==> config.mk <==
export PLATFORM = sky130hd
export DESIGN_NAME = modem_status_regs
export DESIGN_NICKNAME = d
export VERILOG_FILES = /design/src/logic/modem_regs_pkg.sv /design/src/logic/modem_status_regs.sv
export SDC_FILE = /design/constraint.sdc
export NUM_CORES = 1
export LEC_CHECK = 0
export BUFFER_PORTS_ARGS = -buffer_cell sky130_fd_sc_hd__buf_2
export CAP_MARGIN = 30
export CORE_ASPECT_RATIO = 1.4
export CORE_UTILIZATION = 60
export CTS_BUF_LIST = sky130_fd_sc_hd__clkbuf_8 sky130_fd_sc_hd__clkbuf_16
export DETAILED_ROUTE_END_ITERATION = 8
export PLACE_DENSITY = 0.85
export SYNTH_ARGS = -nofsm -noshare
export SYNTH_HDL_FRONTEND = slang
export SYNTH_SLANG_ARGS = --single-unit
==> constraint.sdc <==
create_clock -name clk -period 3.3 [get_ports clk]
set_clock_uncertainty 0.05 [all_clocks]
set_input_delay 0.165 -clock clk [delete_from_list [all_inputs] [get_ports clk]]
set_output_delay 0.165 -clock clk [all_outputs]
set_load 0.02 [all_outputs]
==> src/logic/modem_regs_pkg.sv <==
// Constants shared by the modem status register bank.
// Assumes an 8-bit register address space.
package modem_regs_pkg;
    // =========================================
    // Register offsets
    localparam logic [7:0] OFF_PTR    = 8'h0d;
    localparam logic [7:0] OFF_TXBASE = 8'h0e;
    localparam logic [7:0] OFF_RXBASE = 8'h0f;
    localparam logic [7:0] OFF_LAST   = 8'h10;
    localparam logic [7:0] OFF_MASK   = 8'h11;
    localparam logic [7:0] OFF_FLAGS  = 8'h12;
    localparam logic [7:0] OFF_LEN    = 8'h13;
    localparam logic [7:0] OFF_HDRHI  = 8'h14;
    localparam logic [7:0] OFF_HDRLO  = 8'h15;
    localparam logic [7:0] OFF_PKTHI  = 8'h16;
    localparam logic [7:0] OFF_PKTLO  = 8'h17;
    localparam logic [7:0] OFF_STATE  = 8'h18;
    localparam logic [7:0] OFF_SNR    = 8'h19;
    localparam logic [7:0] OFF_CONFIG = 8'h1d;
    // =========================================
    // Reset values
    localparam logic [7:0] RST_PTR    = 8'h00;
    localparam logic [7:0] RST_TXBASE = 8'h80;
    localparam logic [7:0] RST_RXBASE = 8'h00;
    localparam logic [7:0] RST_MASK   = 8'h00;
    localparam logic [7:0] RST_FLAGS  = 8'h00;
    localparam logic [4:0] RST_STATE  = 5'h10;
    localparam logic [7:0] RST_ZERO   = 8'h00;
    // =========================================
    // Interrupt flag positions
    localparam int BIT_RECEIVE_TIMEOUT_FLAG = 7;
    localparam int BIT_RECEPTION_COMPLETE_FLAG    = 6;
    localparam int BIT_CRCERR    = 5;
    localparam int BIT_HEADER    = 4;
    localparam int BIT_TRANSMIT_COMPLETE_FLAG    = 3;
    localparam int BIT_SCANDONE  = 2;
    localparam int BIT_HOP       = 1;
    localparam int BIT_FOUND     = 0;
    // =========================================
    // Field positions and documented counter width
    localparam int RATE_LSB      = 5;
    localparam int HEADERLESS    = 0;
    localparam int COUNT_W_DOC   = 16;
endpackage

==> src/logic/modem_status_regs.sv <==
// Buffer pointers, interrupt flags, counters and status of the
// spread-spectrum modem, reached over a plain register port.
// Assumes all event inputs come from modem logic on clk.
// Assumes the host keeps strobes one cycle long
// and never raises both in the same cycle.
// Nothing here knows the buffer memory itself.
//
// The address-and-strobe port was left to the implementer.
module modem_status_regs #(
    parameter int COUNT_W = 16  // Width of both counters
) (
    input  wire logic       clk,
    input  wire logic       srst,
    // Register port
    // Read answer follows the strobe by a cycle
    input  wire logic [7:0] regAddr,
    input  wire logic [7:0] regWrData,
    input  wire logic       regWr,
    input  wire logic       regRd,
    output logic      [7:0] regRdData,
    // Buffer side
    // Step pulses come from host buffer moves
    input  wire logic       bufferStep,
    output logic      [7:0] bufferAddr,
    output logic      [7:0] txBase,
    output logic      [7:0] rxBase,
    // Modem events, one-cycle pulses
    // scanFound is a level, read with evScanDone
    input  wire logic       evRxTimeout,
    input  wire logic       evRxDone,
    input  wire logic       evCrcError,
    input  wire logic       evValidHeader,
    input  wire logic       evTxDone,
    input  wire logic       evScanDone,
    input  wire logic       scanFound,
    input  wire logic       evHopChange,
    input  wire logic       evRxEntry,
    // Modem levels and values
    // Packet values are read only on evRxDone
    input  wire logic       sleepMode,
    input  wire logic [7:0] rxPacketStart,
    input  wire logic [7:0] rxPacketLength,
    input  wire logic [7:0] rxPacketSnr,
    input  wire logic [2:0] rxHeaderRate,
    input  wire logic [4:0] modemStateIn,
    // Outputs to modem and pins
    // One interrupt line per flag, after masking
    output logic      [7:0] irqLines,
    output logic            headerlessSelect
);

    // =========================================
    // Elaboration checks
    // Counters are read as two bytes, so they
    // must fit in sixteen bits. Eight bits or
    // fewer would leave the high byte empty and
    // make the pair of registers meaningless.
    if (COUNT_W <= 8 || COUNT_W > modem_regs_pkg::COUNT_W_DOC)
    begin : g_bad_width
        $error("COUNT_W must lie in 9..16");
    end

    // =========================================
    // State record
    // Every register of the bank lives in one
    // record, so reset and update are written
    // once and no field can be missed.
    typedef struct packed {
        logic [7:0]         rdData;    // Read answer
        logic [7:0]         ptr;       // Buffer access pointer
        logic [7:0]         txBase;    // Transmit base
        logic [7:0]         rxBase;    // Receive base
        logic [7:0]         last;      // Last packet start
        logic [7:0]         mask;      // Interrupt mask
        logic [7:0]         flags;     // Interrupt flags
        logic [7:0]         len;       // Last payload length
        logic [COUNT_W-1:0] hdrCnt;    // Valid headers
        logic [COUNT_W-1:0] pktCnt;    // Valid packets
        logic [2:0]         rate;      // Last coding rate
        logic [4:0]         mstate;    // Modem state bits
        logic [7:0]         snr;       // Packet SNR
        logic               headless;  // Headerless select
        logic [7:0]         irq;       // Gated interrupts
    } regs_s;

    regs_s st_reg;   // Registered state
    regs_s st_next;  // Next state

    // =========================================
    // Helpers
    // Address match, used by the write decode; reads use a case on regAddr
    // Full eight-bit compare: no aliasing, so a
    // stray offset never touches a register.
    function automatic logic hit(
        input logic [7:0] addr,
        input logic [7:0] off
    );
        hit = (addr == off);
    endfunction

    // High and low byte of a counter
    // A narrow counter is widened first so the
    // high byte reads zero in its unused bits.
    function automatic logic [7:0] hiByte(
        input logic [COUNT_W-1:0] v
    );
        logic [15:0] wide;
        wide = 16'(v);
        hiByte = wide[15:8];
    endfunction

    // Low byte needs no widening
    function automatic logic [7:0] loByte(
        input logic [COUNT_W-1:0] v
    );
        loByte = v[7:0];
    endfunction

    // =========================================
    // Event vector
    // Each position holds this cycle's set request
    // Gathering the events into one vector lets a
    // single loop handle set and clear per bit.
    logic [7:0] setReq;

    always_comb
    begin
        setReq = 8'h00;
        // Fixed flag positions
        setReq[modem_regs_pkg::BIT_RECEIVE_TIMEOUT_FLAG] = evRxTimeout;
        setReq[modem_regs_pkg::BIT_RECEPTION_COMPLETE_FLAG]    = evRxDone;
        setReq[modem_regs_pkg::BIT_CRCERR]    = evCrcError;
        setReq[modem_regs_pkg::BIT_HEADER]    = evValidHeader;
        setReq[modem_regs_pkg::BIT_TRANSMIT_COMPLETE_FLAG]    = evTxDone;
        setReq[modem_regs_pkg::BIT_SCANDONE]  = evScanDone;
        setReq[modem_regs_pkg::BIT_HOP]       = evHopChange;
        // Found only rides on a scan completion
        // Found without done would be a modem fault
        setReq[modem_regs_pkg::BIT_FOUND] = evScanDone & scanFound;
    end

    // =========================================
    // Next-state logic
    // Starts from the held state, so any field
    // not touched below keeps its value. Order
    // of the blocks matters where two sources
    // meet one field: the later one wins.
    always_comb
    begin
        st_next = st_reg;

        // Buffer pointer: step after each byte
        // moved, wrapping at 8 bits
        // The host alone moves the pointer; the
        // modem reads and writes at the bases.
        if (bufferStep)
        begin
            st_next.ptr = st_reg.ptr + 8'h01;
        end

        // Software writes
        // Read-only and unmapped offsets fall
        // through every match and change nothing.
        if (regWr)
        begin
            // A host load beats a step in the same
            // cycle, so software sees what it wrote
            if (hit(regAddr, modem_regs_pkg::OFF_PTR))
            begin
                st_next.ptr = regWrData;
            end
            if (hit(regAddr, modem_regs_pkg::OFF_TXBASE))
            begin
                st_next.txBase = regWrData;
            end
            if (hit(regAddr, modem_regs_pkg::OFF_RXBASE))
            begin
                st_next.rxBase = regWrData;
            end
            if (hit(regAddr, modem_regs_pkg::OFF_MASK))
            begin
                st_next.mask = regWrData;
            end
            if (hit(regAddr, modem_regs_pkg::OFF_CONFIG))
            begin
                // Zero explicit, one headerless
                // Other bits are not stored and read
                // back as zero.
                st_next.headless =
                    regWrData[modem_regs_pkg::HEADERLESS];
            end
        end

        // Flags: write one clears, zero keeps; a
        // set in the same cycle wins
        // An event is never lost to a clear that
        // software issued for an older event.
        for (int i = 0; i < 8; i++)
        begin
            if (setReq[i])
            begin
                st_next.flags[i] = 1'b1;
            end
            else if (regWr &&
                     hit(regAddr, modem_regs_pkg::OFF_FLAGS) &&
                     regWrData[i])
            begin
                st_next.flags[i] = 1'b0;
            end
        end

        // Reception results latched at completion
        // Values held until the next completion;
        // the modem must present them in that cycle.
        if (evRxDone)
        begin
            st_next.last = rxPacketStart;
            st_next.len  = rxPacketLength;
            st_next.snr  = rxPacketSnr;
        end

        // Coding rate of the last good header
        // Only a valid header carries a rate worth
        // keeping; a failed one leaves the old rate.
        if (evValidHeader)
        begin
            st_next.rate = rxHeaderRate;
        end

        // Live modem state bits
        // One cycle of delay, no filtering; bits
        // may change between two host reads.
        st_next.mstate = modemStateIn;

        // Counters. Entry into receive restarts
        // them; sleep holds them at zero.
        // Clear beats count: an event in the cycle
        // of entry is dropped, not carried over.
        // No latch between bytes, so software must
        // read both halves while the counter rests.
        if (sleepMode || evRxEntry)
        begin
            st_next.hdrCnt = '0;
            st_next.pktCnt = '0;
        end
        else
        begin
            if (evValidHeader)
            begin
                st_next.hdrCnt =
                    st_reg.hdrCnt + COUNT_W'(1);
            end
            // A packet with a failed check is not
            // counted as valid
            // A wrap at full count is silent, as
            // for the header counter.
            if (evRxDone && !evCrcError)
            begin
                st_next.pktCnt =
                    st_reg.pktCnt + COUNT_W'(1);
            end
        end

        // Interrupt lines follow the new flags and
        // mask, so they drop with the clear
        // Using the next values costs no cycle of
        // lag between a mask write and the line.
        st_next.irq = st_next.flags & ~st_next.mask;

        // Read answer, valid the cycle after the
        // strobe only; unmapped reads give zero
        // Reads have no side effects, so a repeated
        // read of a counter or flag is harmless.
        st_next.rdData = 8'h00;
        if (regRd)
        begin
            case (regAddr)
                modem_regs_pkg::OFF_PTR:
                    st_next.rdData = st_reg.ptr;
                modem_regs_pkg::OFF_TXBASE:
                    st_next.rdData = st_reg.txBase;
                modem_regs_pkg::OFF_RXBASE:
                    st_next.rdData = st_reg.rxBase;
                modem_regs_pkg::OFF_LAST:
                    st_next.rdData = st_reg.last;
                modem_regs_pkg::OFF_MASK:
                    st_next.rdData = st_reg.mask;
                modem_regs_pkg::OFF_FLAGS:
                    st_next.rdData = st_reg.flags;
                modem_regs_pkg::OFF_LEN:
                    st_next.rdData = st_reg.len;
                // Counters read as high then low byte
                modem_regs_pkg::OFF_HDRHI:
                    st_next.rdData = hiByte(st_reg.hdrCnt);
                modem_regs_pkg::OFF_HDRLO:
                    st_next.rdData = loByte(st_reg.hdrCnt);
                modem_regs_pkg::OFF_PKTHI:
                    st_next.rdData = hiByte(st_reg.pktCnt);
                modem_regs_pkg::OFF_PKTLO:
                    st_next.rdData = loByte(st_reg.pktCnt);
                // Status: rate above the five live bits
                modem_regs_pkg::OFF_STATE:
                    st_next.rdData =
                        {st_reg.rate, st_reg.mstate};
                modem_regs_pkg::OFF_SNR:
                    st_next.rdData = st_reg.snr;
                modem_regs_pkg::OFF_CONFIG:
                    st_next.rdData = {7'h00, st_reg.headless};
                default:
                    st_next.rdData = 8'h00;
            endcase
        end
    end

    // =========================================
    // State register
    // Synchronous reset; every field has a
    // constant so outputs are defined from reset.
    // Reset wins over any event or write that
    // arrives in the same cycle.
    always_ff @(posedge clk)
    begin
        if (srst)
        begin
            st_reg.rdData   <= modem_regs_pkg::RST_ZERO;
            st_reg.ptr      <= modem_regs_pkg::RST_PTR;
            st_reg.txBase   <= modem_regs_pkg::RST_TXBASE;
            st_reg.rxBase   <= modem_regs_pkg::RST_RXBASE;
            st_reg.last     <= modem_regs_pkg::RST_ZERO;
            st_reg.mask     <= modem_regs_pkg::RST_MASK;
            st_reg.flags    <= modem_regs_pkg::RST_FLAGS;
            st_reg.len      <= modem_regs_pkg::RST_ZERO;
            st_reg.hdrCnt   <= '0;
            st_reg.pktCnt   <= '0;
            st_reg.rate     <= 3'h0;
            st_reg.mstate   <= modem_regs_pkg::RST_STATE;
            st_reg.snr      <= modem_regs_pkg::RST_ZERO;
            st_reg.headless <= 1'b0;
            st_reg.irq      <= 8'h00;
        end
        else
        begin
            // Whole record in one step
            st_reg <= st_next;
        end
    end

    // =========================================
    // Outputs, straight from the state register
    // No logic after the flops, so downstream
    // timing starts at a clock edge.
    assign regRdData        = st_reg.rdData;
    assign bufferAddr       = st_reg.ptr;
    assign txBase           = st_reg.txBase;
    assign rxBase           = st_reg.rxBase;
    assign irqLines         = st_reg.irq;
    assign headerlessSelect = st_reg.headless;

endmodule

==> results.cfg, run 1 <==
[timing]
tightest_slew_ns = 0.990
clock.fmax_ghz = 0.509
maxSlewViolCount = 0
hold_viol = 0
setup-tns-final_ns = 0
rsz0062_at_grt = false
period_share = 0.596
setup_violations = 0
slew_headroom = 0.340
period_needed_ns = 1.97

[logic_synthesis]
synthCells = 648
synthArstFlopShare = 0
yosysWarnings = 0
syn_area_um2 = 5890
synthFlopType = dfxtp_1
synth_area_per_cell_um2 = 9.08
syn_nets = 714
synth_edf_count = 0
ys_seq_area_frac = 0.412
synth_cell_types = 55
ys_ff_latch = 121

[placed_design]
gp_congestion = 0.954
place_area_um2 = 6150
portBuffers = 103
post-place-cells = 811
dp_hpwl_mm = 11.7

[critical_path]
worstSetupStartpoint = regAddr[1]
r2r-start = st_reg[42]$_SDFFE_PP0P_
endpoint = st_reg[67]$_SDFF_PP0_
r2r_setup_slack_ns = 1.46
r2r_cells = 6
critPathKind = in2reg
cp.arrival_ns = 2.18
start_kind = primary input
required_ns = 3.52
crit_path_end_kind = register
critical_path_peak_fanout = 21
r2r_end = st_reg[51]$_SDFFE_PP0P_

[floorplan]
die_h_um = 119
core_um2 = 9510
die_area_um2 = 10200
row_count = 42
die_x_um = 85.7
start_util = 0.619
io_pins = 104

[drt]
drc_errors = 0
ant_nets = 0
vias = 5268
dr.pass1.iters = 5
drt_wl_total_mm = 17.4
wire_per_inst_um = 19.8
drtIter0Drc = 484
vias_per_cell = 6.00

[clock_network]
cts.sinks = 121
cts_tree = yes
numCtsBuffers = 17
cts_root_buf = clkbuf_16
cts_max_level = 4
clock_latency_ns = 0.42
path_clk_slew_ns = 0.05
post_cts_buffers = 0
clock_path_buffers = 2

[finish]
seq_area_um2 = 2420
multi_input_area_um2 = 2990
layout-drive-gt1-share = 0.217
fillCellCount = 682
n_antenna_cell = 0
post-route-util = 0.740
fin_nets = 801
final_cells = 878
fin_area_um2 = 7040
area_growth_pct = 19.6
largest_reg_flops = 80

[global_routing]
grt_pass1_vias = 5289
grt_first_pass_wirelength_mm = 27.5
grt.total_usage = 0.356
grt_antenna_before_repair = 0
grt.overflow.total = 0
grt_max_degree = 74

[power_and_ir_drop]
powerDensity_nw_per_um2 = 488
p_leak_nw = 2.90
peakVddDrop_mv = 0.402
totalPowerFinal_w = 0.00344

[run_status]
status = completed

[min_path]
holdCritPathClass = in2reg

[run]
max_cap_viol_count = 0
-- synthesized netlist by cell type (all sizes together) (2+ instances only) --
library cell | count | area share
a32oi | 3 | 0.0045
or3 | 5 | 0.0062
dfxtp | 121 | 0.41
nor4 | 2 | 0.0021
a211oi | 8 | 0.010
mux4 | 2 | 0.0077
a22oi | 7 | 0.0089
mux2 | 8 | 0.015
nand2 | 39 | 0.025
and3 | 11 | 0.012
and2 | 6 | 0.0064
o21ai | 15 | 0.013
o22ai | 6 | 0.0064
nor3 | 10 | 0.012
nor2b | 11 | 0.012
and3b | 3 | 0.0045
xor2 | 24 | 0.036
nand3 | 15 | 0.015
nor2 | 105 | 0.067
a311o | 2 | 0.0034
nand4 | 13 | 0.014
a221oi | 2 | 0.0030
inv | 5 | 0.0032
and4 | 5 | 0.0074
a31oi | 9 | 0.011
mux2i | 69 | 0.12
a21oi | 23 | 0.020
o311ai | 2 | 0.0030
xnor2 | 11 | 0.016
a22o | 3 | 0.0045
buf | 52 | 0.061
ha | 3 | 0.0064
clkbuf | 25 | 0.016
nor3b | 11 | 0.021
-- cell families after synthesis --
| family | after synthesis | share of synthesized area |
|---|---|---|
| buffers and inverters | 82 | 0.0797 |
| AND/OR/NAND/NOR | 242 | 0.215 |
| AO/OA/AOI/OAI | 86 | 0.0955 |
| multiplexers | 79 | 0.140 |
| XOR/XNOR | 35 | 0.0521 |
| flip-flops | 121 | 0.412 |
| adder cells (fa/ha/maj) | 3 | 0.00638 |
-- critical path: stages --
cell and delay, ns:
buf_2 0.34, nor2b_1 0.66, and4_1 0.52, nand2_1 0.12, a21oi_1 0.28, nor2_1 0.08
-- how the worst min path moves through the flow --
stage / startpoint / to / cells after the start
after floorplan: modemStateIn[4] / st_reg[21]$_SDFF_PP1_ / 1
after global placement: modemStateIn[4] / st_reg[21]$_SDFF_PP1_ / 2
after detailed placement: modemStateIn[4] / st_reg[21]$_SDFF_PP1_ / 2
after global routing: srst / txBase[3]$_SDFFE_PP0P_ / 2
after CTS: srst / txBase[3]$_SDFFE_PP0P_ / 2
final: srst / txBase[3]$_SDFFE_PP0P_ / 2
-- cells in the final DEF (no fill, tap or decap), drive strengths merged, types with 5 or more instances in the layout --
cell type    instances
a211oi               8
a21oi               23
a22oi                7
a31oi                9
and2                 6
and3                11
and4                 5
buf                108
clkbuf              19
clkinv               6
dfxtp              121
dlygate4sd3         37
inv                  7
mux2                 8
mux2i               69
nand2               39
nand3               15
nand4               13
nor2               105
nor2b               11
nor3                10
nor3b               11
o21ai               15
o22ai                6
or3                  5
xnor2               11
xor2                24
-- cell type report --
cell class,instances,share of cell area
Multi-Input combinational cell,445,0.425
Timing Repair Buffer,145,0.131
Inverter,5,0.00267
Tap cell,132,0.0235
Clock buffer,19,0.0644
Clock inverter,11,0.00853
Sequential cell,121,0.344
-- per-stage QoR --
stage	hold slack [ns]	worst slack (ns)
after floorplan	0.219	1.55
after global placement	0.314	1.11
after detailed placement	0.316	0.980
after CTS	0.00784	1.36
after global routing	0.0218	1.22
final	0.0268	1.33
-- report_power, final --
group | switching (W) | internal (W) | leakage (nW)
logic | 0.000163 | 0.000126 | 1.65
clock network | 0.000640 | 0.000972 | 0.258
registers | 0.0000303 | 0.00150 | 0.987
-- metal layers --
metal	wire length (µm)	track usage	up-vias
met2	8600	0.595	290
met1	6530	0.402	2491
met3	1140	0.0783	82
met5	0	0	-
met4	1090	0.236	0
li1	-	-	2405
-- repair_timing --
action                                 CTS  global route
hold buffers                            37             0
gates resized for setup                  0             0
endpoints found under the hold margin   38             0
setup endpoints to repair                0             0
(Power assumes the default switching activity.)
==> inputs of run 2 (changes only) <==
ABC_AREA = 1   (was unset)
CORE_UTILIZATION = 51   (was 60)
PLACE_DENSITY = 0.76   (was 0.85)
clock period = 1.7 ns   (was 3.3 ns; I/O delays follow)
==> run 2 against run 1 <==
Net effect: cell area rose by 9.1%; global-route usage fell by 5.1 points; synthesized cell count rose by 38%; cell count rose by 33%; first-iteration DRC count fell by 25%; non-clock buffer count rose by 26; register-to-register slack got worse by 1.3 ns; critical endpoint is now st_reg[33]$_SDFFE_PP0P_; largest power group unchanged.
==> results.cfg, run 2 <==
[logic_synthesis]
syn_area_um2 = 6140
ys_ff_latch = 121
yosysWarnings = 0
synth_cell_types = 36
synth_edf_count = 0
synthCells = 892
synthArstFlopShare = 0
yosys-top-cells-area = dfxtp_1 (39%), nand2_1 (10%), nand3_1 (9.1%)
synth_common_cells = nand2_1 (170), nor2_1 (141), dfxtp_1 (121), nand3_1 (112), inv_1 (77)
synth_area_leader_cell = dfxtp_1
yosysMostFrequentCell = nand2_1
synthFlopType = dfxtp_1
synth_top_area_share = 0.394
ys_seq_area_frac = 0.394
syn_nets = 958
synth_area_per_cell_um2 = 6.89

[global_routing]
grt.overflow.total = 0
grt.total_usage = 0.305
grt_first_pass_wirelength_mm = 29.0
grt_antenna_before_repair = 0
grt_max_degree = 48
grt_pass1_vias = 6162

[power_and_ir_drop]
powerDensity_nw_per_um2 = 935
totalPowerFinal_w = 0.00717
p_leak_nw = 3.45
peakVddDrop_mv = 0.794

[drt]
vias = 6194
drt_wl_total_mm = 17.9
dr.pass1.iters = 5
drc_errors = 0
drtIter0Drc = 362
wire_per_inst_um = 15.3
ant_nets = 0
vias_per_cell = 5.28

[timing]
clock.fmax_ghz = 0.650
rsz0062_at_grt = false
maxSlewViolCount = 0
fin_ws_ns = 0.161
tightest_slew_ns = 0.566
slew_headroom = 0.621
period_needed_ns = 1.54
period_share = 0.905
hold_viol = 0
setup_violations = 0
setup-tns-final_ns = 0

[clock_network]
cts.sinks = 121
numCtsBuffers = 17
clock_latency_ns = 0.42
post_cts_buffers = 0
clock_path_buffers = 2
cts_tree = yes
cts_root_buf = clkbuf_16
cts_max_level = 4
path_clk_slew_ns = 0.05

[placed_design]
place_ws_ns = 0.154
portBuffers = 103
dp_hpwl_mm = 12.9
gp_congestion = 0.908

[run_status]
status = completed

[finish]
layout_commonest_cell = nand2_1
largest_reg_flops = 80
final_cell_mix = nand2_1 (170), nor2_1 (141), dfxtp_1 (119)
n_antenna_cell = 0
area_growth_pct = 24.9
fin_nets = 1079
layout-drive-gt1-share = 0.192

[critical_path]
crit_path_end_kind = register
critPathKind = reg2reg
critical_path_peak_fanout = 4
start_kind = register
cp.arrival_ns = 1.79
required_ns = 1.95

[floorplan]
row_count = 47
die_x_um = 94.8
core_um2 = 11800
start_util = 0.522
io_pins = 104
die_h_um = 132
die_area_um2 = 12500

[min_path]
holdCritPathClass = in2reg

[run]
max_cap_viol_count = 0
run 2: cell types whose count changed in the layout (fill, tap and decap cells not counted), sizes merged, moves of 15 or more:
cell         before  now
mux2i            69    0
o21ai            15   68
a21oi            23   53
inv               7   90
xor2             24    6
nand3            15  116
nand2            39  175
nor2            105  156
dlygate4sd3      37   52
run 2: final cells by class:
type / count / area, µm²
Fill cell: 1052 / 4090
Multi-Input combinational cell: 614 / 2940
Sequential cell: 121 / 2420
Timing Repair Buffer: 171 / 1200
Clock buffer: 18 / 439
Inverter: 88 / 330
Tap cell: 147 / 184
Clock inverter: 13 / 156
run 2: worst paths after layout:
check	start	to	slack [ns]	cells past startpoint
max reg2reg	st_reg[25]$_SDFFE_PP0P_	st_reg[33]$_SDFFE_PP0P_	0.16	6
min reg2reg	rxBase[1]$_SDFFE_PP0P_	rxBase[1]$_SDFFE_PP0P_	0.42	2
min	regWr	headerlessSelect$_SDFFE_PP0P_	0.02	3
max	st_reg[25]$_SDFFE_PP0P_	st_reg[33]$_SDFFE_PP0P_	0.16	6
run 2: repair_timing:
| item | 4_1_cts | 5_1_grt |
|---|---|---|
| resized for setup | 0 | 3 |
| endpoints found under the hold margin | 73 | 0 |
| setup endpoints to repair | 0 | 6 |
| hold buffers | 53 | 0 |
run 2: logic make-up (layout without fill, tap and decap cells):
logic type | after synthesis | after routing | share of synthesized area
xor gates and xnor gates | 10 | 10 | 0.0143
buffers and inverters | 157 | 290 | 0.127
DFF | 121 | 121 | 0.394
and+or+nand+nor | 469 | 469 | 0.341
AOI/OAI and AO/OA | 132 | 132 | 0.117
adders and majority gates | 3 | 3 | 0.00611
run 2: report_power, final:
part | internal, W | leakage (nW) | switching, W
combinational | 0.000240 | 2.17 | 0.000329
clock | 0.00232 | 0.290 | 0.00130
sequential | 0.00292 | 0.990 | 0.0000563
total | 0.00548 | 3.45 | 0.00169
run 2: routing by layer:
layer / global-route usage / part of all wire
met4: 0.210 / 0.065
met3: 0.0681 / 0.051
met2: 0.532 / 0.51
met5: 0 / 0
met1: 0.317 / 0.37
run 2: worst max-delay path, stage by stage (launching register included):
cell and delay, ns:
dfxtp_1 0.39, ha_1 0.21, nand3b_1 0.13, nor2_1 0.25
inv_1 0.10, o21ai_0 0.21, a21oi_1 0.07
run 2: stage by stage:
stage          std cells  hold WS [ns]  area, µm²   util
2_1_floorplan        892         0.139       6140      -
3_3_place_gp        1088         0.221       6540  0.556
3_5_place_dp        1088         0.228       6540  0.556
4_1_cts             1172       0.00318       7670  0.652
5_1_grt             1172        0.0316       7670  0.653
6_report            1172        0.0205       7670  0.653
